## src/pkg/tsh_defines.svh

```systemverilog
// Constants for the touch sensor two-wire host controller
`ifndef TSH_DEFINES_SVH
`define TSH_DEFINES_SVH

// ==========================================================================
// Bus addressing
// ==========================================================================
`define TSH_DEV_ADDR    7'h78  // Seven-bit target address, first byte 0xf0
`define TSH_DIR_WR      1'b0   // Direction bit for a write
`define TSH_DIR_RD      1'b1   // Direction bit for a read
`define TSH_BYTE_BITS   4'h8   // Data bits in one byte, ack slot follows

// ==========================================================================
// Timing
// ==========================================================================
`define TSH_CLK_PERIOD_NS 40     // System clock period
`define TSH_SCL_PERIOD_NS 10000  // Serial clock period we generate
// Quarter serial period in system clocks, rounded up
`define TSH_QTR_CYC ((`TSH_SCL_PERIOD_NS + 4 * `TSH_CLK_PERIOD_NS - 1) \
                     / (4 * `TSH_CLK_PERIOD_NS))

`endif

```

## src/pkg/tsh_pkg.sv

```systemverilog
// Types shared by the touch sensor two-wire host controller
package tsh_pkg;

  // ========================================================================
  // Main sequencer states
  // ========================================================================
  typedef enum logic [2:0] {
    TSH_ST_IDLE  = 3'b000,  // Waiting for a command
    TSH_ST_START = 3'b001,  // Forming a start condition
    TSH_ST_BIT   = 3'b010,  // Clocking one data or ack bit
    TSH_ST_HOLD  = 3'b011,  // Clock held low, waiting on user data/space
    TSH_ST_STOP  = 3'b100   // Forming a stop condition
  } tsh_state_t;

  // ========================================================================
  // Which byte of the transfer is on the wire
  // ========================================================================
  typedef enum logic [1:0] {
    TSH_SEG_ADDR  = 2'b00,  // Address and direction byte
    TSH_SEG_REG   = 2'b01,  // Register index byte
    TSH_SEG_WDATA = 2'b10,  // Write data byte
    TSH_SEG_RDATA = 2'b11   // Read data byte
  } tsh_seg_t;

endpackage : tsh_pkg

```

## src/rtl/tsh_i2c_host.sv

```systemverilog
// Two-wire bus host that reads and writes the touch sensor's registers
// Function
// - Data changes only while clock is low
// - Start: data falls while clock high
// - Stop: data rises while clock high
// - Eight bits MSB first, then ack slot
// - Wait while target stretches clock low
// - Receiver pulls data low in ack slot
// - Target nack ends transfer with stop
// - Host nacks last read byte, then stops
// - Clock low follows longest, high shortest (high is a fixed count here, not cut short)
// - Start transfer only when bus free
// - Lose arbitration: stop driving data
// - Write address byte is 0xf0
// - Write: address, register index, data bytes
// - Read: set index, stop, then 0xf1
`include "tsh_defines.svh"

module tsh_i2c_host #(
  parameter int DW      = 8,             // Data byte width
  parameter int QTR_CYC = `TSH_QTR_CYC   // Quarter serial period in clocks
) (
  input  wire logic          clk,        // System clock, 25 MHz
  input  wire logic          rst_b,      // Asynchronous reset, active low
  input  wire logic          cmd_valid,  // Command request
  output logic               cmd_ready,  // Command taken when both high
  input  wire logic          cmd_read,   // One: read, zero: write
  input  wire logic [7:0]    cmd_reg,    // First register index
  input  wire logic [7:0]    cmd_len,    // Number of data bytes
  input  wire logic          wr_valid,   // Write byte offered
  output logic               wr_ready,   // Write byte taken when both high
  input  wire logic [DW-1:0] wr_data,    // Write byte
  output logic               rd_valid,   // Read byte available
  input  wire logic          rd_ready,   // User takes read byte
  output logic [DW-1:0]      rd_data,    // Read byte
  output logic               done,       // One-cycle pulse at end
  output logic               err_nack,   // Target refused a byte
  output logic               err_arb,    // Arbitration lost
  output logic               bus_busy,   // Bus seen busy
  input  wire logic          scl_i,      // Clock line level
  output logic               scl_o,      // Clock drive value, always low
  output logic               scl_oe,     // Clock pulled low when high
  input  wire logic          sda_i,      // Data line level
  output logic               sda_o,      // Data drive value, always low
  output logic               sda_oe      // Data pulled low when high
);

  // ========================================================================
  // Declarations
  // ========================================================================
  logic [7:0]         qtr;                // Quarter period as a byte
  logic [7:0]         half;               // Half period as a byte
  logic               scl_m_q, scl_s_q;   // Clock synchroniser
  logic               sda_m_q, sda_s_q;   // Data synchroniser
  logic               sda_p_q;            // Data one cycle older
  tsh_pkg::tsh_state_t st_q, st_d;        // Sequencer state
  tsh_pkg::tsh_seg_t  seg_q, seg_d;       // Current byte kind
  logic [1:0]         stp_q, stp_d;       // Step within a state
  logic [7:0]         tmr_q, tmr_d;       // Phase timer
  logic [3:0]         bit_q, bit_d;       // Bit index, 8 is ack slot
  logic [7:0]         shf_q, shf_d;       // Shift register
  logic [7:0]         reg_q, reg_d;       // Register index held
  logic [7:0]         cnt_q, cnt_d;       // Data bytes left
  logic               rdm_q, rdm_d;       // Command is a read
  logic               two_q, two_d;       // In second part of a read
  logic               nack_q, nack_d;     // Sampled ack slot level
  logic               busy_q, busy_d;     // Bus busy tracker
  logic               scl_oe_q, scl_oe_d; // Clock pull-down
  logic               sda_oe_q, sda_oe_d; // Data pull-down
  logic               crdy_q, crdy_d;     // Command ready
  logic               wrdy_q, wrdy_d;     // Write ready
  logic               done_q, done_d;     // Done pulse
  logic               enak_q, enak_d;     // Nack error level
  logic               earb_q, earb_d;     // Arbitration error level
  logic               push;               // Received byte into buffer
  logic               rx;                 // Current byte is read data
  logic [DW-1:0]      e0_q, e0_d;         // Buffer head entry
  logic [DW-1:0]      e1_q, e1_d;         // Buffer spare entry
  logic               v0_q, v0_d;         // Head valid
  logic               v1_q, v1_d;         // Spare valid

  assign qtr  = QTR_CYC[7:0];
  assign half = {qtr[6:0], 1'b0};

  // ========================================================================
  // Input synchronisers
  // ========================================================================
  // Two flops per line; only the second, and its one-cycle-older data copy, feeds any logic
  always_ff @(posedge clk or negedge rst_b) begin
    if (!rst_b) begin
      scl_m_q <= 1'b1;
      scl_s_q <= 1'b1;
      sda_m_q <= 1'b1;
      sda_s_q <= 1'b1;
      sda_p_q <= 1'b1;
    end else begin
      scl_m_q <= scl_i;
      scl_s_q <= scl_m_q;
      sda_m_q <= sda_i;
      sda_s_q <= sda_m_q;
      sda_p_q <= sda_s_q;
    end
  end

  // ========================================================================
  // Sequencer
  // ========================================================================
  // Read data bytes are the only ones the target drives
  assign rx = (seg_q == tsh_pkg::TSH_SEG_RDATA);

  // Next-state logic for the transfer sequencer
  always_comb begin
    st_d     = st_q;
    seg_d    = seg_q;
    stp_d    = stp_q;
    tmr_d    = tmr_q + 8'h01;
    bit_d    = bit_q;
    shf_d    = shf_q;
    reg_d    = reg_q;
    cnt_d    = cnt_q;
    rdm_d    = rdm_q;
    two_d    = two_q;
    nack_d   = nack_q;
    busy_d   = busy_q;
    scl_oe_d = scl_oe_q;
    sda_oe_d = sda_oe_q;
    wrdy_d   = 1'b0;
    done_d   = 1'b0;
    enak_d   = enak_q;
    earb_d   = earb_q;
    push     = 1'b0;
    // Watch every master's start and stop, ours included
    if (scl_s_q && sda_p_q && !sda_s_q) begin
      busy_d = 1'b1;
    end else if (scl_s_q && !sda_p_q && sda_s_q) begin
      busy_d = 1'b0;
    end
    unique case (st_q)
      tsh_pkg::TSH_ST_IDLE: begin
        // Lines released, timer parked
        scl_oe_d = 1'b0;
        sda_oe_d = 1'b0;
        tmr_d    = 8'h00;
        if (cmd_valid && crdy_q) begin
          st_d   = tsh_pkg::TSH_ST_START;
          stp_d  = 2'b00;
          seg_d  = tsh_pkg::TSH_SEG_ADDR;
          two_d  = 1'b0;
          rdm_d  = cmd_read;
          reg_d  = cmd_reg;
          cnt_d  = cmd_len;
          shf_d  = {`TSH_DEV_ADDR, `TSH_DIR_WR};
          enak_d = 1'b0;
          earb_d = 1'b0;
        end
      end
      tsh_pkg::TSH_ST_START: begin
        unique case (stp_q)
          2'b00: begin
            // Free data first, so a restart from clock low is clean
            sda_oe_d = 1'b0;
            if (tmr_q == qtr) begin
              stp_d = 2'b01;
              tmr_d = 8'h00;
            end
          end
          2'b01: begin
            scl_oe_d = 1'b0;
            tmr_d    = 8'h00;
            if (scl_s_q && sda_s_q) begin
              stp_d = 2'b10;
            end
          end
          2'b10: begin
            if (tmr_q == half) begin
              sda_oe_d = 1'b1;
              stp_d    = 2'b11;
              tmr_d    = 8'h00;
            end
          end
          2'b11: begin
            if (tmr_q == half) begin
              scl_oe_d = 1'b1;
              st_d     = tsh_pkg::TSH_ST_BIT;
              stp_d    = 2'b00;
              bit_d    = 4'h0;
              tmr_d    = 8'h00;
            end
          end
        endcase
      end
      tsh_pkg::TSH_ST_BIT: begin
        unique case (stp_q)
          2'b00: begin
            // Data set while clock is low
            if (bit_q != `TSH_BYTE_BITS) begin
              sda_oe_d = !rx && !shf_q[7];
            end else begin
              // Ack every read byte but the last one
              sda_oe_d = rx && (cnt_q != 8'h01);
            end
            if (tmr_q == half) begin
              scl_oe_d = 1'b0;
              stp_d    = 2'b01;
              tmr_d    = 8'h00;
            end
          end
          2'b01: begin
            // High time counts from when the line is really high
            tmr_d = 8'h00;
            if (scl_s_q) begin
              stp_d = 2'b10;
            end
          end
          2'b10: begin
            if (tmr_q == qtr) begin
              stp_d = 2'b11;
              tmr_d = 8'h00;
              if (bit_q != `TSH_BYTE_BITS) begin
                shf_d = {shf_q[6:0], sda_s_q};
                if (!rx && !sda_oe_q && !sda_s_q) begin
                  // Another master drove low: back off at once
                  st_d     = tsh_pkg::TSH_ST_IDLE;
                  scl_oe_d = 1'b0;
                  sda_oe_d = 1'b0;
                  earb_d   = 1'b1;
                  done_d   = 1'b1;
                end
              end else begin
                nack_d = sda_s_q;
              end
            end
          end
          2'b11: begin
            if (tmr_q == qtr) begin
              scl_oe_d = 1'b1;
              stp_d    = 2'b00;
              tmr_d    = 8'h00;
              if (bit_q != `TSH_BYTE_BITS) begin
                bit_d = bit_q + 4'h1;
              end else begin
                bit_d = 4'h0;
                if (!rx && nack_q) begin
                  enak_d = 1'b1;
                  st_d   = tsh_pkg::TSH_ST_STOP;
                end else begin
                  unique case (seg_q)
                    tsh_pkg::TSH_SEG_ADDR: begin
                      if (two_q) begin
                        seg_d = tsh_pkg::TSH_SEG_RDATA;
                        st_d  = tsh_pkg::TSH_ST_HOLD;
                      end else begin
                        seg_d = tsh_pkg::TSH_SEG_REG;
                        shf_d = reg_q;
                      end
                    end
                    tsh_pkg::TSH_SEG_REG: begin
                      if (rdm_q || cnt_q == 8'h00) begin
                        st_d = tsh_pkg::TSH_ST_STOP;
                      end else begin
                        seg_d = tsh_pkg::TSH_SEG_WDATA;
                        st_d  = tsh_pkg::TSH_ST_HOLD;
                      end
                    end
                    tsh_pkg::TSH_SEG_WDATA: begin
                      cnt_d = cnt_q - 8'h01;
                      st_d  = (cnt_q == 8'h01) ? tsh_pkg::TSH_ST_STOP
                                               : tsh_pkg::TSH_ST_HOLD;
                    end
                    tsh_pkg::TSH_SEG_RDATA: begin
                      push  = 1'b1;
                      cnt_d = cnt_q - 8'h01;
                      st_d  = (cnt_q == 8'h01) ? tsh_pkg::TSH_ST_STOP
                                               : tsh_pkg::TSH_ST_HOLD;
                    end
                  endcase
                end
              end
            end
          end
        endcase
      end
      tsh_pkg::TSH_ST_HOLD: begin
        // Clock held low stalls the bus until the user side is ready
        tmr_d = 8'h00;
        if (rx) begin
          sda_oe_d = 1'b0;
          if (!v1_q) begin
            st_d = tsh_pkg::TSH_ST_BIT;
          end
        end else begin
          wrdy_d = wr_valid && !wrdy_q;
          if (wr_valid && wrdy_q) begin
            shf_d = wr_data[7:0];
            st_d  = tsh_pkg::TSH_ST_BIT;
          end
        end
      end
      tsh_pkg::TSH_ST_STOP: begin
        unique case (stp_q)
          2'b00: begin
            sda_oe_d = 1'b1;
            if (tmr_q == qtr) begin
              stp_d = 2'b01;
              tmr_d = 8'h00;
            end
          end
          2'b01: begin
            scl_oe_d = 1'b0;
            tmr_d    = 8'h00;
            if (scl_s_q) begin
              stp_d = 2'b10;
            end
          end
          2'b10: begin
            if (tmr_q == half) begin
              sda_oe_d = 1'b0;
              stp_d    = 2'b11;
              tmr_d    = 8'h00;
            end
          end
          2'b11: begin
            // Bus-free time before a new start
            if (tmr_q == half) begin
              stp_d = 2'b00;
              tmr_d = 8'h00;
              if (rdm_q && !two_q && cnt_q != 8'h00 && !enak_q) begin
                two_d = 1'b1;
                seg_d = tsh_pkg::TSH_SEG_ADDR;
                shf_d = {`TSH_DEV_ADDR, `TSH_DIR_RD};
                st_d  = tsh_pkg::TSH_ST_START;
              end else begin
                st_d   = tsh_pkg::TSH_ST_IDLE;
                done_d = 1'b1;
              end
            end
          end
        endcase
      end
      default: begin
        st_d = tsh_pkg::TSH_ST_IDLE;
      end
    endcase
    // Offer a command only while idle and the bus is free
    crdy_d = (st_d == tsh_pkg::TSH_ST_IDLE) && !busy_d && !crdy_q;
  end

  // Registers of the sequencer
  always_ff @(posedge clk or negedge rst_b) begin
    if (!rst_b) begin
      st_q     <= tsh_pkg::TSH_ST_IDLE;
      seg_q    <= tsh_pkg::TSH_SEG_ADDR;
      stp_q    <= 2'b00;
      tmr_q    <= 8'h00;
      bit_q    <= 4'h0;
      shf_q    <= 8'h00;
      reg_q    <= 8'h00;
      cnt_q    <= 8'h00;
      rdm_q    <= 1'b0;
      two_q    <= 1'b0;
      nack_q   <= 1'b0;
      busy_q   <= 1'b0;
      scl_oe_q <= 1'b0;
      sda_oe_q <= 1'b0;
      crdy_q   <= 1'b0;
      wrdy_q   <= 1'b0;
      done_q   <= 1'b0;
      enak_q   <= 1'b0;
      earb_q   <= 1'b0;
    end else begin
      st_q     <= st_d;
      seg_q    <= seg_d;
      stp_q    <= stp_d;
      tmr_q    <= tmr_d;
      bit_q    <= bit_d;
      shf_q    <= shf_d;
      reg_q    <= reg_d;
      cnt_q    <= cnt_d;
      rdm_q    <= rdm_d;
      two_q    <= two_d;
      nack_q   <= nack_d;
      busy_q   <= busy_d;
      scl_oe_q <= scl_oe_d;
      sda_oe_q <= sda_oe_d;
      crdy_q   <= crdy_d;
      wrdy_q   <= wrdy_d;
      done_q   <= done_d;
      enak_q   <= enak_d;
      earb_q   <= earb_d;
    end
  end

  // ========================================================================
  // Two-entry read buffer
  // ========================================================================
  // Head entry drives the outputs directly; the spare absorbs one byte
  // while the user stalls, and a full spare stalls the bus clock
  always_comb begin
    e0_d = e0_q;
    e1_d = e1_q;
    v0_d = v0_q;
    v1_d = v1_q;
    if (v0_q && rd_ready) begin
      e0_d = e1_q;
      v0_d = v1_q;
      v1_d = 1'b0;
    end
    if (push) begin
      if (!v0_d) begin
        e0_d = shf_q[DW-1:0];
        v0_d = 1'b1;
      end else begin
        e1_d = shf_q[DW-1:0];
        v1_d = 1'b1;
      end
    end
  end

  // Registers of the read buffer
  always_ff @(posedge clk or negedge rst_b) begin
    if (!rst_b) begin
      e0_q <= '0;
      e1_q <= '0;
      v0_q <= 1'b0;
      v1_q <= 1'b0;
    end else begin
      e0_q <= e0_d;
      e1_q <= e1_d;
      v0_q <= v0_d;
      v1_q <= v1_d;
    end
  end

  // ========================================================================
  // Outputs, all straight from flops
  // ========================================================================
  // Open-drain: the drive value stays low, only the enables move
  always_ff @(posedge clk or negedge rst_b) begin
    if (!rst_b) begin
      scl_o <= 1'b0;
      sda_o <= 1'b0;
    end else begin
      scl_o <= 1'b0;
      sda_o <= 1'b0;
    end
  end

  assign scl_oe    = scl_oe_q;
  assign sda_oe    = sda_oe_q;
  assign cmd_ready = crdy_q;
  assign wr_ready  = wrdy_q;
  assign rd_valid  = v0_q;
  assign rd_data   = e0_q;
  assign done      = done_q;
  assign err_nack  = enak_q;
  assign err_arb   = earb_q;
  assign bus_busy  = busy_q;

endmodule : tsh_i2c_host
```

## config.mk

```make
export PLATFORM = sky130hd
export DESIGN_NAME = tsh_i2c_host
export DESIGN_NICKNAME = d
export VERILOG_FILES = /design/src/pkg/tsh_pkg.sv /design/src/rtl/tsh_i2c_host.sv
export VERILOG_INCLUDE_DIRS = /design/src /design/src/pkg
export SDC_FILE = /design/constraint.sdc
export NUM_CORES = 1
export LEC_CHECK = 0
export ABC_AREA = 1
export BUFFER_PORTS_ARGS = -buffer_cell sky130_fd_sc_hd__buf_2
export CAP_MARGIN = 5
export CORE_MARGIN = 8
export CORE_UTILIZATION = 55
export DETAILED_ROUTE_END_ITERATION = 8
export PLACE_DENSITY = 0.76
export SLEW_MARGIN = 20
export SYNTH_ARGS = -nofsm -noshare
export SYNTH_HDL_FRONTEND = slang
export SYNTH_SLANG_ARGS = --single-unit
```

## constraint.sdc

```tcl
create_clock -name clk -period 2.2 [get_ports clk]
set_input_delay 0.22 -clock clk [delete_from_list [all_inputs] [get_ports clk]]
set_output_delay 0.22 -clock clk [all_outputs]
set_load 0.01 [all_outputs]
```

==> impl_results.md, run 1 <==
* Status: complete, no violations
* Initial Util at 56.7%
* Top FF cell, synth: dfrtp_1
* Dpl cells at 721
* Initial DRT Pass Iterations at 5
* Vias in the first global route at roughly 3900
* Synthesis-stage register bit count at 77
* Row cnt at 32
* Grt met3 use at under 10%
* Synth top area share at 41.3%
* Post-synth EDFFs at 0
* Layout cells sized above 1 at 18.6%
* Drt total wl at between 10000 and 15000 um
* Syn Inst Count at approximately 580
* H-tree Lvls at 3
* Worst setup SP type: flip-flop
* Die area at 11000 um^2
* Max Root-Sink Buffers at 2
* Clk_lat worst skew at 350 ps
* Setup slack at placement at 56.0 ps
* Leakage power at 2.51 nW
* Area growth, synth to finish at 14.6%
* Critical path endpoint category: flip-flop
* DR WL/cell at 14.5 um
* Post-DP HPWL at a little over 8000 um
* Rel. slew slack at 62.8%
* Largest net degree at the start of global routing at 43
* Leading area contributor after synthesis: dfrtp_1
* Async S/R FF share, synth at between 90% and 100%
* Hold slack at 62.7 ps
* DR vias at 4010
* I/O pin cnt at 51
* IO Port Bufs at 48
* Met1 usage at 23.9%
* Global router's overall resource usage at 19.6%
* Hold Violations, Final at 0
* Critical Path AT at 2230 ps
* CP Cell Sequence: inv_1 -> ha_1 -> nand3_1 -> o31ai_1 -> nand4_2 -> nor2_4 -> buf_12 -> nand2_1 -> o21ai_1
* Initial antenna violation count at 0
* Area of the mapped netlist at approximately 4400 um^2
* Distinct cell type count after synthesis at 41
* Root Driver: clkbuf_8
* Tcrit/Tclk final at 88.5%
* DRT antenna net count at 0
* Pwr Total at about 2.7 mW
* Antenna diode count at 0
* Yosys warnings at 0
* Max IR drop VDD at about 0.00055 V
* Buf/Inv on CP at 2
* Setup TNS at 0 ps
* Setup CP Type: reg -> reg
* Synth cell count leaders: 170 x nand2_1, 72 x dfrtp_1, 62 x inv_1
* FF/Latch Area at 1930 um^2
* Sink Count at between 70 and 80
* Worst hold path type: in -> reg
* CP max-delay cell: dfrtp_1
* Multi-input gate area at 2100 um^2
* Register-to-register setup slack at 250 ps
* Remaining DRCs at 0
* Final setup fails at 0
* CTS tree: built
* DRT iter0 DRCs at 245
* Count leader, synth: nand2_1
* Post-layout nets at about 670
* Setup ws final at roughly 250 ps
* Top Usage Layer GRT: met2
* Final min period at 1950 ps
* Core area at 7690 um^2
* Pwr dens at roughly 530 nW/um^2
* Total gr overflow at 0
* Filler instances at 698
* Delay-heaviest family, CP: simple AND/OR/NAND/NOR gates
* Register area share after synthesis at 44.4%
* Max-cap violations at 0
* Delay of the slowest critical-path stage at about 400 ps
* Vias per cell at 5.41
* Die H at 105 um
* Mean area per synthesized cell at roughly 7.6 um^2
* RD Place Congestion at 0.966
* Least-Margin Pin Slew at 558 ps
* Die X at ~110 um
* CP max FO at 16
* Met2 Use GR at about a third
* Max Freq at 514 MHz
* Clock slew at reported path FFs at ~90 ps
* Synth area leaders: dfrtp_1 41%, nand2_1 15%, inv_1 5.3%
* First-pass GRT wire length at approximately 18000 um
* CP required at 2480 ps
* Non-Filler Instances at 741
* TritonCTS buffer count at 9
* Final-report max-slew violation count at 0
* Worst Skew at 9.03 ps
* Unrepaired setup endpoints after global routing: false
[per-stage QoR]
stage | util, % | cell area, um^2
final | 64.9 | 4990
after global placement | 61.2 | 4700
after floorplan | - | 4360
after global routing | 64.9 | 4990
after detailed placement | 61.2 | 4700
after CTS | 64.3 | 4940
[cells by family after synthesis]
kind of cell	count (synthesis)	synth area share, %
AND/OR/NAND/NOR	308	32.1
other	1	0.0861
XOR/XNOR	3	0.603
adder cells (fa/ha/maj)	7	2.01
buffers and inverters	84	8.15
flip-flops	77	44.4
AO/OA/AOI/OAI	97	12.7
[metal layers]
metal  vias up  share of wire (%)  wire length [um]
met5         -                  0                 0
met4         0                2.1               227
met3        20                5.5               593
met2       112                 49              5210
met1      1889                 44              4710
li1       1989                  -                 -
[registers in the layout, indices dropped and copies added, names as in the netlist, 2 cells and up]
name	cells
cnt_q	8
shf_q	8
st_q	3
rd_data	8
seg_q	2
stp_q	2
tmr_q	8
e1_q	8
bit_q	4
reg_q	8
[report_power, final]
group / switching (mW) / total [mW] / internal (mW)
sequential: 0.00631 / 1.44 / 1.43
combinational: 0.0620 / 0.107 / 0.0454
clock: 0.566 / 1.11 / 0.542
total: 0.635 / 2.65 / 2.02
[worst reg2reg max path, stage by stage, from the launching register on]
cell     delay [ps]
dfrtp_1         400
inv_1           110
ha_1            180
nand3_1         250
o31ai_1         360
nand4_2         150
nor2_4          150
buf_12          150
nand2_1          60
o21ai_1          70
[layout by cell type, fill, tap and decap left out, types with 4 or more instances in the layout]
| cell type | count |
|---|---|
| o2111ai_1 | 6 |
| o21ai_0 | 23 |
| dfstp_2 | 5 |
| nor2_1 | 54 |
| nand4_1 | 11 |
| inv_1 | 62 |
| dfrtp_1 | 72 |
| a21oi_1 | 24 |
| inv_2 | 7 |
| o31ai_1 | 4 |
| clkbuf_8 | 9 |
| ha_1 | 7 |
| buf_2 | 47 |
| and3_1 | 4 |
| buf_4 | 7 |
| nand2_2 | 6 |
| nand3_1 | 29 |
| nor3_1 | 4 |
| a31oi_1 | 8 |
| nor2_2 | 8 |
| nand2_1 | 170 |
| o21ai_1 | 24 |
| nor2_4 | 7 |
[path summary, 6_finish.rpt]
kind | start | endpoint | depth (start not counted)
max | bit_q[0] | shf_q[1] | 9
min | cmd_reg[4] | reg_q[4] | 3
max reg2reg | bit_q[0] | shf_q[1] | 9
min reg2reg | scl_m_q | scl_s_q | 0
max in group asynchronous | rst_b | nack_q | 3
min in group asynchronous | rst_b | tmr_q[3] | 2
[area by class of cell]
type,instances,area share [%]
multi-input cells,417,42.1
flip-flops and latches,77,38.7
repair buffers,59,7.17
inverters,70,5.31
well taps,102,2.56
clock buffers,9,2.48
clock inverters,7,1.63
[what timing repair did]
| action | CTS | global route |
|---|---|---|
| hold endpoints to repair | 38 | 0 |
| resized for setup | 0 | 7 |
| endpoints found under the setup margin | 0 | 25 |
| setup buffers | 0 | 1 |
| hold buffers | 3 | 0 |
Power figures use the tool's default switching activity.
==> run 2, diff against run 1 <==
--- a/config.mk
+++ b/config.mk
@@ -13,6 +13,7 @@
 export CORE_UTILIZATION = 55
 export DETAILED_ROUTE_END_ITERATION = 8
 export PLACE_DENSITY = 0.76
+export RECOVER_POWER = 100
 export SLEW_MARGIN = 20
 export SYNTH_ARGS = -nofsm -noshare
 export SYNTH_HDL_FRONTEND = slang
==> impl_results.md, run 2 (synthesized netlist as in run 1, its figures left out) <==
* DR vias at 4020 (+0.25%)
* CP required at 2450 ps (-30 ps)
* Largest net degree at the start of global routing at 43 (unchanged)
* Setup slack at placement at 56.0 ps (unchanged)
* H-tree Lvls at 3 (unchanged)
* Setup TNS at 0 ps (unchanged)
* Die H at 105 um (unchanged)
* Max Freq at 502 MHz (-2.3%)
* Most common cell after layout, fill and taps aside: nand2_1
* Critical Path AT at 2240 ps (about the same)
* Final setup fails at 0 (unchanged)
* Pwr dens at 536 nW/um^2 (+0.98%)
* Root Driver: clkbuf_8
* Die area at 11000 um^2 (unchanged)
* DRT antenna net count at 0 (unchanged)
* DRT iter0 DRCs at 284 (+16%)
* Sink Count at 77 (unchanged)
* Post-DP HPWL at 8200 um (unchanged)
* Worst hold path type: in -> reg
* Clk_lat worst skew at 350 ps (about the same)
* Row cnt at 32 (unchanged)
* Least-Margin Pin Slew at 1050 ps (+493 ps)
* Remaining DRCs at 0 (unchanged)
* CP Cell Sequence: nor2_4 -> nand2_8 -> inv_4 -> o21ai_0 -> nor3_1 -> nand2_1 -> nand2_1 -> nand2_1
* Setup CP Type: reg -> reg
* Hold Violations, Final at 0 (unchanged)
* Worst setup startpoint: st_q[2]
* DR WL/cell at 14.5 um (-0.28%)
* Delay of the slowest critical-path stage at 470 ps (+70 ps)
* Final min period at 1990 ps (+46.4 ps)
* Commonest non-fill, non-tap cells in the layout: 170 x nand2_1, 72 x dfrtp_1, 63 x inv_1
* First-pass GRT wire length at 17900 um (unchanged)
* Max Root-Sink Buffers at 2 (unchanged)
* Worst Skew at 8.93 ps (-0.106 ps)
* Drt total wl at 10700 um (-0.28%)
* IO Port Bufs at 48 (unchanged)
* Initial DRT Pass Iterations at 5 (unchanged)
* Post-layout nets at 673 (unchanged)
* Critical path endpoint category: flip-flop
* Area growth, synth to finish at 13.2%
* Rel. slew slack at 29.9% (-33 points)
* Worst setup SP type: flip-flop
* Die X at 105 um (unchanged)
* Worst reg2reg path startpoint: st_q[2]
* Clock slew at reported path FFs at 90 ps (about the same)
* Layout Utilization at 64.2% (-0.75 points)
* Vias in the first global route at 3861 (unchanged)
* RD Place Congestion at 0.966 (unchanged)
* Max IR drop VDD at 0.000554 V (about the same)
* Vias per cell at 5.43 (+0.25%)
* Tcrit/Tclk final at 90.6% (+2.1 points)
* TritonCTS buffer count at 9 (unchanged)
* CP max-delay cell: dfrtp_1
* Initial antenna violation count at 0 (unchanged)
* Max-cap violations at 0 (unchanged)
* Layout cells sized above 1 at 14.7% (-3.9 points)
* Leakage power at 2.43 nW (-3.2%)
* Filler instances at 716 (+2.6%)
* CP most frequent cell: nand2_1
* Core area at 7690 um^2 (unchanged)
* Hold Startpoint: cmd_reg[4]
* Initial Util at 56.7% (unchanged)
* Final-report max-slew violation count at 0 (unchanged)
* Antenna diode count at 0 (unchanged)
* Unrepaired setup endpoints after global routing: false
* CP max FO at 27 (+11)
* Total gr overflow at 0 (unchanged)
* Global router's overall resource usage at 19.6% (unchanged)
* Setup ws final at 207 ps (-46.4 ps)
* CTS tree: built
* I/O pin cnt at 51 (unchanged)
* Status: complete, no violations
==> run 2: changes by cell type in the layout (fill, tap and decap cells not counted), moves of 2 or more <==
cell | before | now
clkbuf_1 | 0 | 18
nor2_1 | 54 | 57
buf_2 | 47 | 30
buf_4 | 7 | 5
o21ai_0 | 23 | 37
dfstp_2 | 5 | 3
o21ai_1 | 24 | 10
dfstp_1 | 0 | 2
nor2_2 | 8 | 6
==> run 2: worst paths after layout <==
kind                             to  slack (ps)  cells after the start
max                        seg_q[1]         210                      8
min                        reg_q[4]          60                      3
max reg2reg                seg_q[1]         210                      8
min reg2reg                 scl_s_q         370                      0
max in group asynchronous   e1_q[7]         450                      3
min in group asynchronous  tmr_q[3]         600                      2
==> run 2: cell type report <==
type                    instances  area [um^2]  area share (%)
flip-flops and latches         77         1930            39.2
repair buffers                 59          318            6.44
inverters                      70          265            5.38
multi-input cells             417         2090            42.3
clock buffers                   9          124            2.51
clock inverters                 7         81.3            1.65
well taps                     102          128            2.59
==> run 2: power by group <==
group	total (mW)	leakage [nW]	internal (mW)	switching [mW]
Clock	1.11	0.106	0.542	0.567
Combinational	0.102	1.40	0.0400	0.0617
Sequential	1.44	0.917	1.43	0.00671
==> run 2: routing by layer <==
metal  vias up  global-route usage, %  share of wire (%)
met1      1881                   23.9                 44
met5         -                      0                  0
met3        25                   4.36                5.5
met4         0                   7.85                2.5
li1       1990                      -                  -
met2       124                   32.9                 48
==> run 2: per-stage QoR <==
step / power [mW] / hold slack, ps / area [um^2] / instances
2_1_floorplan: 1.50 / -75.6 / 4360 / 578
3_3_place_gp: 1.57 / 246 / 4700 / 721
3_5_place_dp: 1.57 / 250 / 4700 / 721
4_1_cts: 2.67 / 54.8 / 4940 / 740
5_1_grt: 2.73 / 69.1 / 4930 / 741
6_report: 2.65 / 62.2 / 4930 / 741
==> run 2: critical path, delay by kind of cell, from the launching register on <==
family | cells | cell delay [ps]
buffers and inverters | 1 | 210
AOI/OAI and AO/OA | 1 | 110
DFF | 1 | 470
and+or+nand+nor | 6 | 1090
==> run 2: timing repair <==
action | in CTS | in global routing
setup endpoints to repair | 0 | 25
buffers inserted | 0 | 1
resized for setup | 0 | 7
hold buffers | 3 | 0
endpoints found under the hold margin | 38 | 0
==> run 3, diff against run 2 <==
--- a/config.mk
+++ b/config.mk
@@ -8,7 +8,6 @@
 export LEC_CHECK = 0
 export ABC_AREA = 1
 export BUFFER_PORTS_ARGS = -buffer_cell sky130_fd_sc_hd__buf_2
-export CAP_MARGIN = 5
 export CORE_MARGIN = 8
 export CORE_UTILIZATION = 55
 export DETAILED_ROUTE_END_ITERATION = 8
==> constraint.sdc (replaced) <==
create_clock -name clk -period 2 [get_ports clk]
set_input_delay 0.2 -clock clk [delete_from_list [all_inputs] [get_ports clk]]
set_output_delay 0.2 -clock clk [all_outputs]
set_load 0.01 [all_outputs]
==> impl_results.md, run 3 (synthesized netlist as in run 1, its figures left out) <==
* Status: complete, no violations
* Die area at 11000 um^2 (unchanged)
* Setup TNS at 0 ps (unchanged)
* Sink Count at 77 (unchanged)
* Worst setup SP type: flip-flop
* Critical Path AT at 2150 ps (-90 ps)
* Critical path endpoint category: flip-flop
* Worst Hold End: reg_q[2]
* Commonest non-fill, non-tap cells in the layout: 169 x nand2_1, 72 x dfrtp_1, 61 x inv_1
* Root Driver: clkbuf_8
* Max Root-Sink Buffers at 2 (unchanged)
* Worst hold path type: in -> reg
* Least-Margin Pin Slew at 1340 ps (+290 ps)
* Area growth, synth to finish at 16.1%
* CP max FO at 6 (-78%)
* Drt total wl at 10600 um (-0.61%)
* Unrepaired setup endpoints after global routing: true
* DR WL/cell at 14.1 um (-2.2%)
* Global router's overall resource usage at 19.9% (+0.31 points)
* Antenna diode count at 0 (unchanged)
* Dpl cells at 729 (+1.1%)
* Initial Util at 56.7% (unchanged)
* I/O pin cnt at 51 (unchanged)
* Filler instances at 719 (+0.42%)
* CTS tree: built
* Leakage power at 2.51 nW (+3.3%)
* Layout cells sized above 1 at 18.0% (+3.3 points)
* IO Port Bufs at 48 (unchanged)
* Final min period at 1870 ps (-121 ps)
* Rel. slew slack at 10.6% (-19 points)
* DR vias at 4064 (+1.1%)
* Initial DRT Pass Iterations at 5 (unchanged)
* Worst Skew at 11.7 ps (+2.81 ps)
* Register-to-register setup slack at 130 ps (-80 ps)
* Vias per cell at 5.40 (-0.52%)
* Worst reg2reg path startpoint: tmr_q[1]
* DRT antenna net count at 0 (unchanged)
* Largest net degree at the start of global routing at 55 (+28%)
* Tcrit/Tclk final at 93.6% (+3.0 points)
* Initial antenna violation count at 0 (unchanged)
* Most common cell after layout, fill and taps aside: nand2_1
* H-tree Lvls at 3 (unchanged)
* Remaining DRCs at 0 (unchanged)
* Hold slack at 37.2 ps (-25.0 ps)
* Max-cap violations at 0 (unchanged)
* Post-DP Area at 4760 um^2 (+1.3%)
* Fin area at 5060 um^2 (+2.5%)
* DRT iter0 DRCs at 295 (+3.9%)
* Pwr dens at 579 nW/um^2 (+7.9%)
* Vias in the first global route at 3910 (+1.3%)
* Final-report max-slew violation count at 0 (unchanged)
* Hold Startpoint: cmd_reg[2]
* Reg2reg end: cnt_q[4]
* First-pass GRT wire length at 18300 um (+2.3%)
* Die H at 105 um (unchanged)
* Max Freq at 534 MHz (+6.5%)
* Final setup fails at 0 (unchanged)
* Post-layout nets at 685 (+1.8%)
* Total gr overflow at 0 (unchanged)
* Clk_lat worst skew at 360 ps (about the same)
* Clock slew at reported path FFs at 90 ps (about the same)
* Row cnt at 32 (unchanged)
* TritonCTS buffer count at 9 (unchanged)
* Hold Violations, Final at 0 (unchanged)
* Hold path cells at 3 (unchanged)
* CP required at 2280 ps (-170 ps)
* R2R depth at 11 (+3)
* RD Place Congestion at 0.960 (-0.69%)
* Core area at 7690 um^2 (unchanged)
* Die X at 105 um (unchanged)
* Post-DP HPWL at 8130 um (-0.84%)
* Setup CP Type: reg -> reg
* Max IR drop VDD at 0.000327 V (-41%)
* Non-Filler Instances at 753 (+1.6%)
[run 3: metrics by stage]
stage | power (mW) | util, % | setup slack (ps)
after floorplan | 1.65 | - | 281
after global placement | 1.72 | 62.0 | 121
after detailed placement | 1.73 | 62.0 | 7.32
after CTS | 2.95 | 65.3 | 68.8
after global routing | 3.03 | 65.8 | -13.9
final | 2.93 | 65.8 | 128
[run 3: final cells by class]
class / count / area (um^2) / share of cell area [%]
repair buffers: 70 / 412 / 8.14
inverters: 70 / 268 / 5.29
well taps: 102 / 128 / 2.52
clock buffers: 9 / 124 / 2.45
flip-flops and latches: 77 / 1930 / 38.2
repair inverters: 1 / 5.00 / 0.0989
clock inverters: 7 / 80.1 / 1.58
multi-input cells: 417 / 2110 / 41.7
[run 3: how the worst max path moves through the flow]
stage | cells past startpoint | slack (ps) | start | endpoint
after detailed placement | 8 | 7 | bit_q[0] | shf_q[5]
after global placement | 8 | 120 | bit_q[0] | shf_q[3]
final | 11 | 130 | tmr_q[1] | cnt_q[4]
after global routing | 12 | -10 | bit_q[1] | cnt_q[7]
after CTS | 7 | 70 | tmr_q[1] | e1_q[6]
after floorplan | 13 | 280 | bit_q[0] | cnt_q[5]
[run 3: timing repair]
| item | 4_1_cts | 5_1_grt |
|---|---|---|
| pin swaps | 1 | 3 |
| setup endpoints to repair | 1 | 40 |
| hold endpoints to repair | 20 | 0 |
| resized for setup | 0 | 15 |
| hold buffers | 3 | 0 |
| setup buffers | 1 | 3 |
| cloned | 0 | 1 |
[run 3: where the power goes]
part	switching (mW)	internal [mW]	leakage [nW]	total (mW)
sequential	0.00682	1.57	0.917	1.58
combinational	0.0675	0.0468	1.49	0.114
clock	0.638	0.596	0.103	1.23
[run 3: worst max-delay path, stage by stage, from the launching register on]
cell	delay (ps)
dfrtp_1	380
ha_1	200
nand2_1	90
nor2_2	80
nand2_1	110
nor2_4	150
nor2_2	80
nor2_1	170
nand3_2	220
clkinv_4	120
nand2_1	70
a21oi_1	130
[run 3: per-layer routing]
layer / GRT usage (%) / vias to the layer above / share of wire, %
met5: 0 / - / 0
met4: 5.30 / 0 / 1.8
met3: 4.55 / 20 / 5.3
met2: 33.4 / 114 / 49
met1: 25.2 / 1916 / 44
li1: - / 2014 / -
